`src/pkg/fault_state_defs.svh`:
```
// fault_state_defs.svh: offsets, field positions, reset values, timing.
// assumes a 10 MHz system clock; times are given in ms or us.
`ifndef FAULT_STATE_DEFS_SVH
`define FAULT_STATE_DEFS_SVH

// clock rate in kHz
`define CLK_KHZ          10000

// timing figures
`define T_DEB_MS         20
`define T_CFG_MS         3000
`define T_SAFE_MS        10000
`define T_IDLE_MS        20000
// half periods of the 1.5 Hz and 6 Hz blink
`define T_SLOW_HALF_US   333333
`define T_FAST_HALF_US   83333

// counter width, enough for the 20 s idle count
`define CNT_W            28

// register byte offsets
`define OFS_CTRL         8'h00
`define OFS_STAT         8'h04
`define OFS_HART         8'h08
`define OFS_PROT         8'h0C

// field positions
`define CTRL_HI_BIT      0
`define HART_MALF_BIT    7
`define HART_MORE_BIT    4
`define SB_ERR_BIT       7

// reset and fixed values
`define CTRL_HI_RST      1'b0
`define DDA_ERR_CODE     32'h45313032
`define STAT_ERR_CODE    8'h01
`define STAT_OK_CODE     8'h00

`endif

```
`src/pkg/fault_state_pkg.sv`:
```
// fault_state_pkg: types shared by the fault signalling block.
// assumes fault_state_defs.svh for all numeric constants.
`include "fault_state_defs.svh"
package fault_state_pkg;

	typedef enum logic [2:0] {
		CUR_LEVEL,
		CUR_FAULT_LO,
		CUR_FAULT_HI,
		CUR_RANGE_CFG,
		CUR_FAULT_CFG
	} loop_cur_t;

	typedef enum logic [1:0] {
		MODE_RUN,
		MODE_CFG_RANGE,
		MODE_CFG_FAULT,
		MODE_SAFE
	} mode_t;

	// low five bits line up with the device-specific status byte
	typedef struct packed {
		logic float_missing;
		logic undervolt;
		logic too_many_err;
		logic no_meas;
		logic sensor_param_bad;
		logic proto_param_bad;
	} err_in_t;

	typedef struct packed {
		logic [7:0]  addr;
		logic [31:0] wdata;
		logic        wr;
		logic        rd;
	} reg_req_t;

	typedef struct packed {
		logic [7:0]  hart_status;
		logic [7:0]  hart_dev;
		logic [31:0] dda_field;
		logic [7:0]  status_code;
		logic [7:0]  sb_status;
		logic        diag_err;
	} proto_out_t;

	typedef struct packed {
		mode_t      mode;
		mode_t      back;
		logic [1:0] btn_stab;
		logic [`CNT_W-1:0] deb_cnt;
		logic [`CNT_W-1:0] hold_cnt;
		logic [`CNT_W-1:0] idle_cnt;
		logic [`CNT_W-1:0] blink_cnt;
		logic       led;
		logic       hi_sel;
		loop_cur_t  loop_cur;
		proto_out_t po;
		logic [31:0] rdata;
	} state_t;

endpackage : fault_state_pkg

```
`src/hw/fault_state_signalling.sv`:
```
// fault_state_signalling: loop fault current, button test sequence,
// led blink and protocol error encoding for a level sensor.
// assumes buttons and error inputs are synchronous to clk_sys.
`include "fault_state_defs.svh"
`timescale 1ns/1ps
`default_nettype none

module fault_state_signalling #(
	parameter int unsigned DEB_CYC  = `T_DEB_MS * `CLK_KHZ,
	parameter int unsigned CFG_CYC  = `T_CFG_MS * `CLK_KHZ,
	parameter int unsigned SAFE_CYC = `T_SAFE_MS * `CLK_KHZ,
	parameter int unsigned IDLE_CYC = `T_IDLE_MS * `CLK_KHZ,
	parameter int unsigned SLOW_CYC = `T_SLOW_HALF_US * (`CLK_KHZ / 1000),
	parameter int unsigned FAST_CYC = `T_FAST_HALF_US * (`CLK_KHZ / 1000)
) (
	input  wire logic                        clk_sys,
	input  wire logic                        rst_n,
	input  wire fault_state_pkg::reg_req_t   req,
	output var  logic [31:0]                 rdata,
	input  wire logic [1:0]                  btn,
	input  wire fault_state_pkg::err_in_t    err,
	input  wire logic [15:0]                 level,
	output var  fault_state_pkg::loop_cur_t  loop_cur,
	output var  logic                        led,
	output var  fault_state_pkg::proto_out_t proto
);
	import fault_state_pkg::*;

	localparam logic [`CNT_W-1:0] DEB_LIM  = `CNT_W'(DEB_CYC - 1);
	localparam logic [`CNT_W-1:0] CFG_LIM  = `CNT_W'(CFG_CYC - 1);
	localparam logic [`CNT_W-1:0] SAFE_LIM = `CNT_W'(SAFE_CYC - 1);
	localparam logic [`CNT_W-1:0] IDLE_LIM = `CNT_W'(IDLE_CYC - 1);
	localparam logic [`CNT_W-1:0] SLOW_LIM = `CNT_W'(SLOW_CYC - 1);
	localparam logic [`CNT_W-1:0] FAST_LIM = `CNT_W'(FAST_CYC - 1);

	logic   rst_meta_ff;
	logic   rst_sync_n_ff;
	state_t s_ff;
	state_t nxt_s;
	logic   pressed;
	logic   err_any;
	logic [`CNT_W-1:0] half_lim;

	// saturating counter step
	function automatic logic [`CNT_W-1:0] sat_inc(
		input logic [`CNT_W-1:0] v
	);
		sat_inc = (v == '1) ? v : v + 1'b1;
	endfunction : sat_inc

	// fault level from selection and supply
	function automatic loop_cur_t fault_cur(
		input logic hi,
		input logic low_supply
	);
		fault_cur = (hi && !low_supply) ? CUR_FAULT_HI : CUR_FAULT_LO;
	endfunction : fault_cur

	// reset release through two flops
	always_ff @(posedge clk_sys or negedge rst_n) begin
		if (!rst_n) begin
			rst_meta_ff   <= 1'b0;
			rst_sync_n_ff <= 1'b0;
		end else begin
			rst_meta_ff   <= 1'b1;
			rst_sync_n_ff <= rst_meta_ff;
		end
	end

	assign pressed = |s_ff.btn_stab;
	assign err_any = |err;

	always_comb begin
		nxt_s    = s_ff;
		half_lim = SLOW_LIM;

		if (btn != s_ff.btn_stab) begin
			if (s_ff.deb_cnt >= DEB_LIM) begin
				nxt_s.btn_stab = btn;
				nxt_s.deb_cnt  = '0;
			end else begin
				nxt_s.deb_cnt = s_ff.deb_cnt + 1'b1;
			end
		end else begin
			nxt_s.deb_cnt = '0;
		end

		if (!pressed || nxt_s.btn_stab != s_ff.btn_stab) begin
			nxt_s.hold_cnt = '0;
		end else begin
			nxt_s.hold_cnt = sat_inc(s_ff.hold_cnt);
		end

		if (pressed) begin
			nxt_s.idle_cnt = '0;
		end else begin
			nxt_s.idle_cnt = sat_inc(s_ff.idle_cnt);
		end

		unique case (s_ff.mode)
			MODE_RUN: begin
				if (pressed && s_ff.hold_cnt >= CFG_LIM) begin
					if (&s_ff.btn_stab) begin
						nxt_s.mode = MODE_CFG_FAULT;
					end else begin
						nxt_s.mode = MODE_CFG_RANGE;
					end
					nxt_s.back = nxt_s.mode;
				end
			end
			MODE_CFG_RANGE, MODE_CFG_FAULT: begin
				if (pressed && s_ff.hold_cnt >= SAFE_LIM) begin
					nxt_s.mode = MODE_SAFE;
				end else if (!pressed && s_ff.idle_cnt >= IDLE_LIM) begin
					nxt_s.mode = MODE_RUN;
				end
			end
			MODE_SAFE: begin
				if (!pressed) begin
					nxt_s.mode = s_ff.back;
				end
			end
		endcase

		unique case (nxt_s.mode)
			MODE_RUN: begin
				nxt_s.loop_cur = err_any
					? fault_cur(s_ff.hi_sel, err.undervolt) : CUR_LEVEL;
			end
			MODE_CFG_RANGE: nxt_s.loop_cur = CUR_RANGE_CFG;
			MODE_CFG_FAULT: nxt_s.loop_cur = CUR_FAULT_CFG;
			MODE_SAFE: begin
				nxt_s.loop_cur = fault_cur(s_ff.hi_sel, err.undervolt);
			end
		endcase

		if (nxt_s.mode == MODE_SAFE) begin
			half_lim = FAST_LIM;
		end
		if (nxt_s.mode == MODE_RUN
			|| nxt_s.loop_cur == CUR_FAULT_LO) begin
			nxt_s.led       = 1'b0;
			nxt_s.blink_cnt = '0;
		end else if (s_ff.blink_cnt >= half_lim) begin
			nxt_s.led       = !s_ff.led;
			nxt_s.blink_cnt = '0;
		end else begin
			nxt_s.blink_cnt = s_ff.blink_cnt + 1'b1;
		end

		nxt_s.po.hart_status = '0;
		nxt_s.po.hart_status[`HART_MALF_BIT] = err_any;
		nxt_s.po.hart_status[`HART_MORE_BIT] = err_any;
		nxt_s.po.hart_dev = {3'h0, err[4:0]};
		nxt_s.po.dda_field = err_any ? `DDA_ERR_CODE : {16'h0000, level};
		nxt_s.po.status_code = err_any ? `STAT_ERR_CODE : `STAT_OK_CODE;
		nxt_s.po.sb_status = '0;
		nxt_s.po.sb_status[`SB_ERR_BIT] = err_any;
		nxt_s.po.diag_err = err_any;

		// register port
		nxt_s.rdata = '0;
		if (req.wr && req.addr == `OFS_CTRL) begin
			nxt_s.hi_sel = req.wdata[`CTRL_HI_BIT];
		end
		if (req.rd) begin
			unique case (req.addr)
				`OFS_CTRL: nxt_s.rdata = {31'h0, s_ff.hi_sel};
				`OFS_STAT: nxt_s.rdata = {16'h0, 2'h0, s_ff.btn_stab,
					s_ff.led, s_ff.loop_cur, s_ff.mode, err};
				`OFS_HART: nxt_s.rdata = {16'h0, s_ff.po.hart_status,
					s_ff.po.hart_dev};
				`OFS_PROT: nxt_s.rdata = {16'h0, s_ff.po.status_code,
					s_ff.po.sb_status};
				default:   nxt_s.rdata = '0;
			endcase
		end
	end

	always_ff @(posedge clk_sys or negedge rst_sync_n_ff) begin
		if (!rst_sync_n_ff) begin
			s_ff        <= '0;
			s_ff.hi_sel <= `CTRL_HI_RST;
		end else begin
			s_ff <= nxt_s;
		end
	end

	assign rdata    = s_ff.rdata;
	assign loop_cur = s_ff.loop_cur;
	assign led      = s_ff.led;
	assign proto    = s_ff.po;
endmodule : fault_state_signalling

`default_nettype wire

```
`config.mk`:
```
export PLATFORM = sky130hd
export DESIGN_NAME = fault_state_signalling
export DESIGN_NICKNAME = d
export VERILOG_FILES = /design/src/pkg/fault_state_pkg.sv /design/src/hw/fault_state_signalling.sv
export VERILOG_INCLUDE_DIRS = /design/src /design/src/pkg
export SDC_FILE = /design/constraint.sdc
export NUM_CORES = 1
export LEC_CHECK = 0
export BUFFER_PORTS_ARGS = -buffer_cell sky130_fd_sc_hd__buf_2
export CORE_ASPECT_RATIO = 1.75
export CORE_UTILIZATION = 45
export CTS_CLUSTER_DIAMETER = 80
export DETAILED_ROUTE_END_ITERATION = 7
export HOLD_SLACK_MARGIN = 0.15
export PLACE_DENSITY = 0.72
export SYNTH_ARGS = -nofsm -noshare
export SYNTH_HDL_FRONTEND = slang
export SYNTH_SLANG_ARGS = --single-unit
```
`constraint.sdc`:
```
create_clock -name clk_sys -period 6.29 [get_ports clk_sys]
set_input_delay 1.258 -clock clk_sys [delete_from_list [all_inputs] [get_ports clk_sys]]
set_output_delay 1.258 -clock clk_sys [all_outputs]
set_load 0.03 [all_outputs]
```
### After elaboration in Yosys (flattened, before gate mapping)

Index checks and enable logic that the tools add are counted.

| cells by class | value |
|---|---|
| $add $sub $neg | 4 |
| eq/ne operators | 16 |
| muxes and demuxes | 25 |
| magnitude comparators | 5 |
| reduce and logical (&&, ||, !) cells | 19 |

Operators with widths:

| cell | count |
|---|---|
| $mux W28 | 7 |
| $add A28 B1 Y28 const B | 4 |
| $pmux W16 S4 | 1 |
| $eq A28 B28 Y1 const B | 2 |
| $mux W31 | 1 |
| $mux W29 | 1 |
| $ge A28 B18 Y1 const B | 1 |
| $ge A28 B25 Y1 const B | 1 |
| $ge A28 B27 Y1 const B | 1 |
| $ge A28 B28 Y1 | 1 |
| $ge A28 B28 Y1 const B | 1 |
| $mux W22 | 1 |
| $eq A8 B4 Y1 const B | 2 |
| $mux W16 | 1 |
| $mux W2 | 8 |
| $pmux W3 S4 | 1 |
| $eq A2 B2 Y1 const B | 4 |
| $eq A8 B3 Y1 const B | 1 |
| $logic_not A8 Y1 | 1 |
| $pmux W2 S3 | 1 |
| $reduce_or A6 Y1 | 1 |
| $logic_and A1 B1 Y1 | 5 |
| $eq A2 B1 Y1 const B | 2 |
| $logic_not A2 Y1 | 2 |
| other kinds (10) | 18 |

| word-level totals | value |
|---|---|
| output and inout bits | 101 |
| bits of input ports | 68 |
| flip-flop bits (word level) | 196 |

### Logic depth before layout (Yosys ltp)

| depth | value |
|---|---|
| word-level depth | 11 |
| gate-level depth with buffers | 18 |
| gate-level depth less buffers | 18 |

### Worst setup path before layout

OpenSTA, ideal clock, no wires.

| timing path | value |
|---|---|
| path type | register to register |
| start point | register s_ff[171] (netlist bit) |
| end point | register s_ff[117] (netlist bit) |
| stages on the path, launching flop included | 17 |
| setup time | 142 ps |
| data arrival time | 4,543 ps |
| data required time | 6,148 ps |
| slack | 1,605 ps |
| buffers on the path | 1 |
| cell sequence | dfrtp_1 or4_1 or4_1 or4_1 and4_1 a211o_1 inv_2 nand2_1 inv_1 ha_1 nand3_1 o21ai_0 a211oi_1 o21a_1 o41ai_1 clkbuf_1 nor3_2 |

RTL lines:

| item | line | RTL |
|---|---|---|
| start, declared | fault_state_signalling.sv:38 | `state_t s_ff;` |
| start signal, assigned | fault_state_signalling.sv:185 | `s_ff <= nxt_s;` |

==> impl_results.md <==
- RSZ-0062 raised after global routing: false
- Crit Path Category: flip-flop to flip-flop
- Top_reg_cell synth: dfrtp_1
- Min setup slack post-route: 1400 ps
- Wire length of the first global-routing pass: ~27 mm
- Standby leakage power: 4.13 nW
- Outcome: finished, final reports clean
- Iter 0 DRT Violations: roughly 300
- Maximum achievable frequency: 0.205 GHz
- Post-detailed-route wirelength per cell: about 14 um
- Area share of the largest cell type after synthesis: a little under half
- Number of vias per cell after detailed routing: ~5.0
- Per-instance average area after synthesis: roughly 10 um2
- Number of gates resized after cts: 0
- Number of global-route vias before repair: between 5,000 and 6,000
- Count of pins over their slew limit: 0
- Antenna violations before repair: 0
- Commonest cells after routing, fill and taps aside: dfrtp_1 (161), nor2_1 (111), buf_2 (87)
- Worst reg2reg path endpoint: led
- Clock tree from TritonCTS: built
- WP buf/inv: 3
- Boundary pin count: 169
- Highest net fanout along the worst path: 17
- Number of diodes: 0
- Total chip power: ~0.0022 W
- Required arrival time at the worst endpoint: about 6600 ps
- Congestion Overflow GR: 0
- Total number of H-tree levels: 4
- Cell chosen for the clock root: clkbuf_16
- Number of buffers added by the clock tree synthesis step: 17
- Arrival @ worst endpoint: 5170 ps
- Worst slew margin relative to its limit: between 20% and 30%
- Number of distinct library cell variants in the gate-level netlist after synthesis: 56
- Count of endpoints failing hold in the final timing report: 0
- Synthesis-to-finish area growth: 9.25%
- Most frequent standard cell in the layout excluding fill and tap cells: dfrtp_1
- Largest delay share family, worst path: simple AND/OR/NAND/NOR gates
- Share of flip-flops with an asynchronous set or reset after synthesis: 100%
- Hold buffers post-CTS: 0
- CTS Buffer Depth: 2
- HPWL after detailed placement: around 11 mm
- Hold-critical path endpoint: rst_sync_n_ff
- Final setup viols: 0
- Number of enable flip-flop cells after synthesis: 0
- Std-Cell Rows: 66
- Cell Area, Synth: approximately 8500 um2
- Total power density per cell area: around 230 nW/um2
- Period utilisation layout: around 78%
- Number of nets in the finished design: 1,005
- Detailed Route WL: 16.1 mm
- Cell-by-cell trace of the critical path: or4_1, or4_1, or3_1, a211oi_1, a211o_1, inv_2, nand2_1, inv_1, ha_1, nand3_1, o21ai_0, a211oi_1, o21a_1, o41ai_2, buf_4, xnor2_1, nor2_1
- Maximum cell stage delay along the critical path: 500 ps
- Post-route minimum period: between 4000 and 5000 ps
- Routability-driven placement congestion ratio: just under 0.8
- Combined global-route utilization of all metal layers: 17.5%
- Number of cells on the worst hold path: 0
- Type of element capturing the critical path: flip-flop
- Largest net degree at the start of global routing: 86
- Post-route ant nets: 0
- Worst path slowest cell: or4_1
- Cell accounting for the most synthesized area: dfrtp_1
- Port-buffer cells: 87
- Source-to-sink clock delay at the later pin of the worst-skew pair: 430 ps
- Pre-CTS setup slack: around 1400 ps
- Synth top area cells: dfrtp_1 (48%), buf_4 (9.0%), xor2_1 (6.0%)
- Fraction of layout instances using a drive strength above 1: 16.9%
- Post-route setup TNS: 0 ps
- Router iterations before antenna repair: 4
- Clock tree skew after final layout: ~8.7 ps
- R2R Path Start: s_ff[178]
- Reg2Reg Depth: 17
- Number of synthesized register bits: around 160
- Worst Min Path Start: rst_meta_ff
- DRC errors left: 0
- Vias after detailed routing: slightly below 6,000
- Synthesized netlist cell count: 857
- Critical path startpoint category: flip-flop
- Worst-case register-to-register setup slack: between 1000 and 1500 ps
- Post-synthesis sequential area ratio: between 40% and 50%
- Worst hold path type: flip-flop to flip-flop
- Max-cap violation count: 0
- Clk slew on worst S/H paths: ~60 ps
- Slew @ Worst Pin: 1130 ps
- Worst hold slack: between 300 and 400 ps
- Floorplan core area: roughly 18,000 um2
- Floorplan die width: between 100 and 150 um
- Yosys warns: 0
- Worst IR Drop VDD: 0.194 mV
- Full die area: around 19,000 um2
- Height of the chip: ~180 um
- Post-CTS setup repair buffer count: 0
- Clock sink count: between 150 and 200
- Effective utilization at floorplan: a little under half
-- cells in the mapped netlist, types with 5 or more instances --
library cell / number
and4_1: 7
xor2_1: 58
or2_2: 7
nor4_1: 8
or4_1: 6
nand3_1: 45
xnor2_1: 33
buf_4: 102
nand2_1: 56
or3_1: 5
nand2b_1: 8
nor3_2: 19
a22o_1: 5
inv_1: 21
nor3_1: 18
and2_1: 24
clkbuf_1: 15
a21oi_1: 14
nand4_1: 22
nor2_1: 111
ha_1: 22
dfrtp_1: 162
and3_1: 17
o21ai_0: 17
-- metal layers --
metal	track usage (%)	routed length [um]	part of all wire, %
met4	9.56	522	3.3
met1	17.9	6150	38
met2	32.7	8740	54
met3	3.51	639	4.0
met5	0	0	0
-- cell families (layout without fill, tap and decap cells) --
group	count (synthesis)	in the layout	share of synthesized area [%]
AOI/OAI and AO/OA	73	73	6.03
xor gates and xnor gates	91	91	9.39
adders and majority gates	22	22	3.24
buffers and inverters	139	145	10.7
DFF	162	162	47.7
muxes	7	7	0.899
other	2	66	0.0884
and+or+nand+nor	361	361	22.0
-- how the worst max path moves through the flow --
| stage | startpoint | end | slack, ps | cells past startpoint |
|---|---|---|---|---|
| finish | s_ff[178] | led | 1400 | 17 |
| global route | s_ff[178] | led | 1110 | 17 |
| CTS | s_ff[178] | led | 1410 | 17 |
| detailed placement | s_ff[178] | led | 1420 | 17 |
| global placement | s_ff[178] | led | 1490 | 17 |
| floorplan | rst_sync_n_ff | led | 1440 | 0 |
-- registers in the layout (all words and copies together) (netlist names) --
register,cells
rdata,15
loop_cur,3
s_ff,119
proto,22
rst_meta_ff,1
rst_sync_n_ff,1
led,1
-- cell type report --
cell class	instances	area [um2]
timing repair buffer	92	473
clock inverter	7	73.8
multi-input combinational	620	3800
clock buffer	24	492
inverter	22	82.6
sequential	162	4060
fill	1675	9220
tap	238	298
-- through the flow --
stage,instances,utilization [%],area (um2)
after floorplan,921,-,8730
after global placement,1134,47.1,8710
after detailed placement,1134,47.1,8710
after CTS,1165,50.2,9280
after global routing,1165,50.2,9280
final,1165,50.2,9280
-- power by group --
| group | leakage (nW) | switching [W] | total [W] | internal, W |
|---|---|---|---|---|
| Combinational | 1.69 | 0.0000815 | 0.000101 | 0.0000194 |
| Sequential | 2.16 | 0.0000166 | 0.00107 | 0.00105 |
| Clock | 0.277 | 0.000406 | 0.000991 | 0.000585 |
| Total | 4.13 | 0.000504 | 0.00216 | 0.00166 |
No activity file was read; power rests on OpenSTA's default activity.
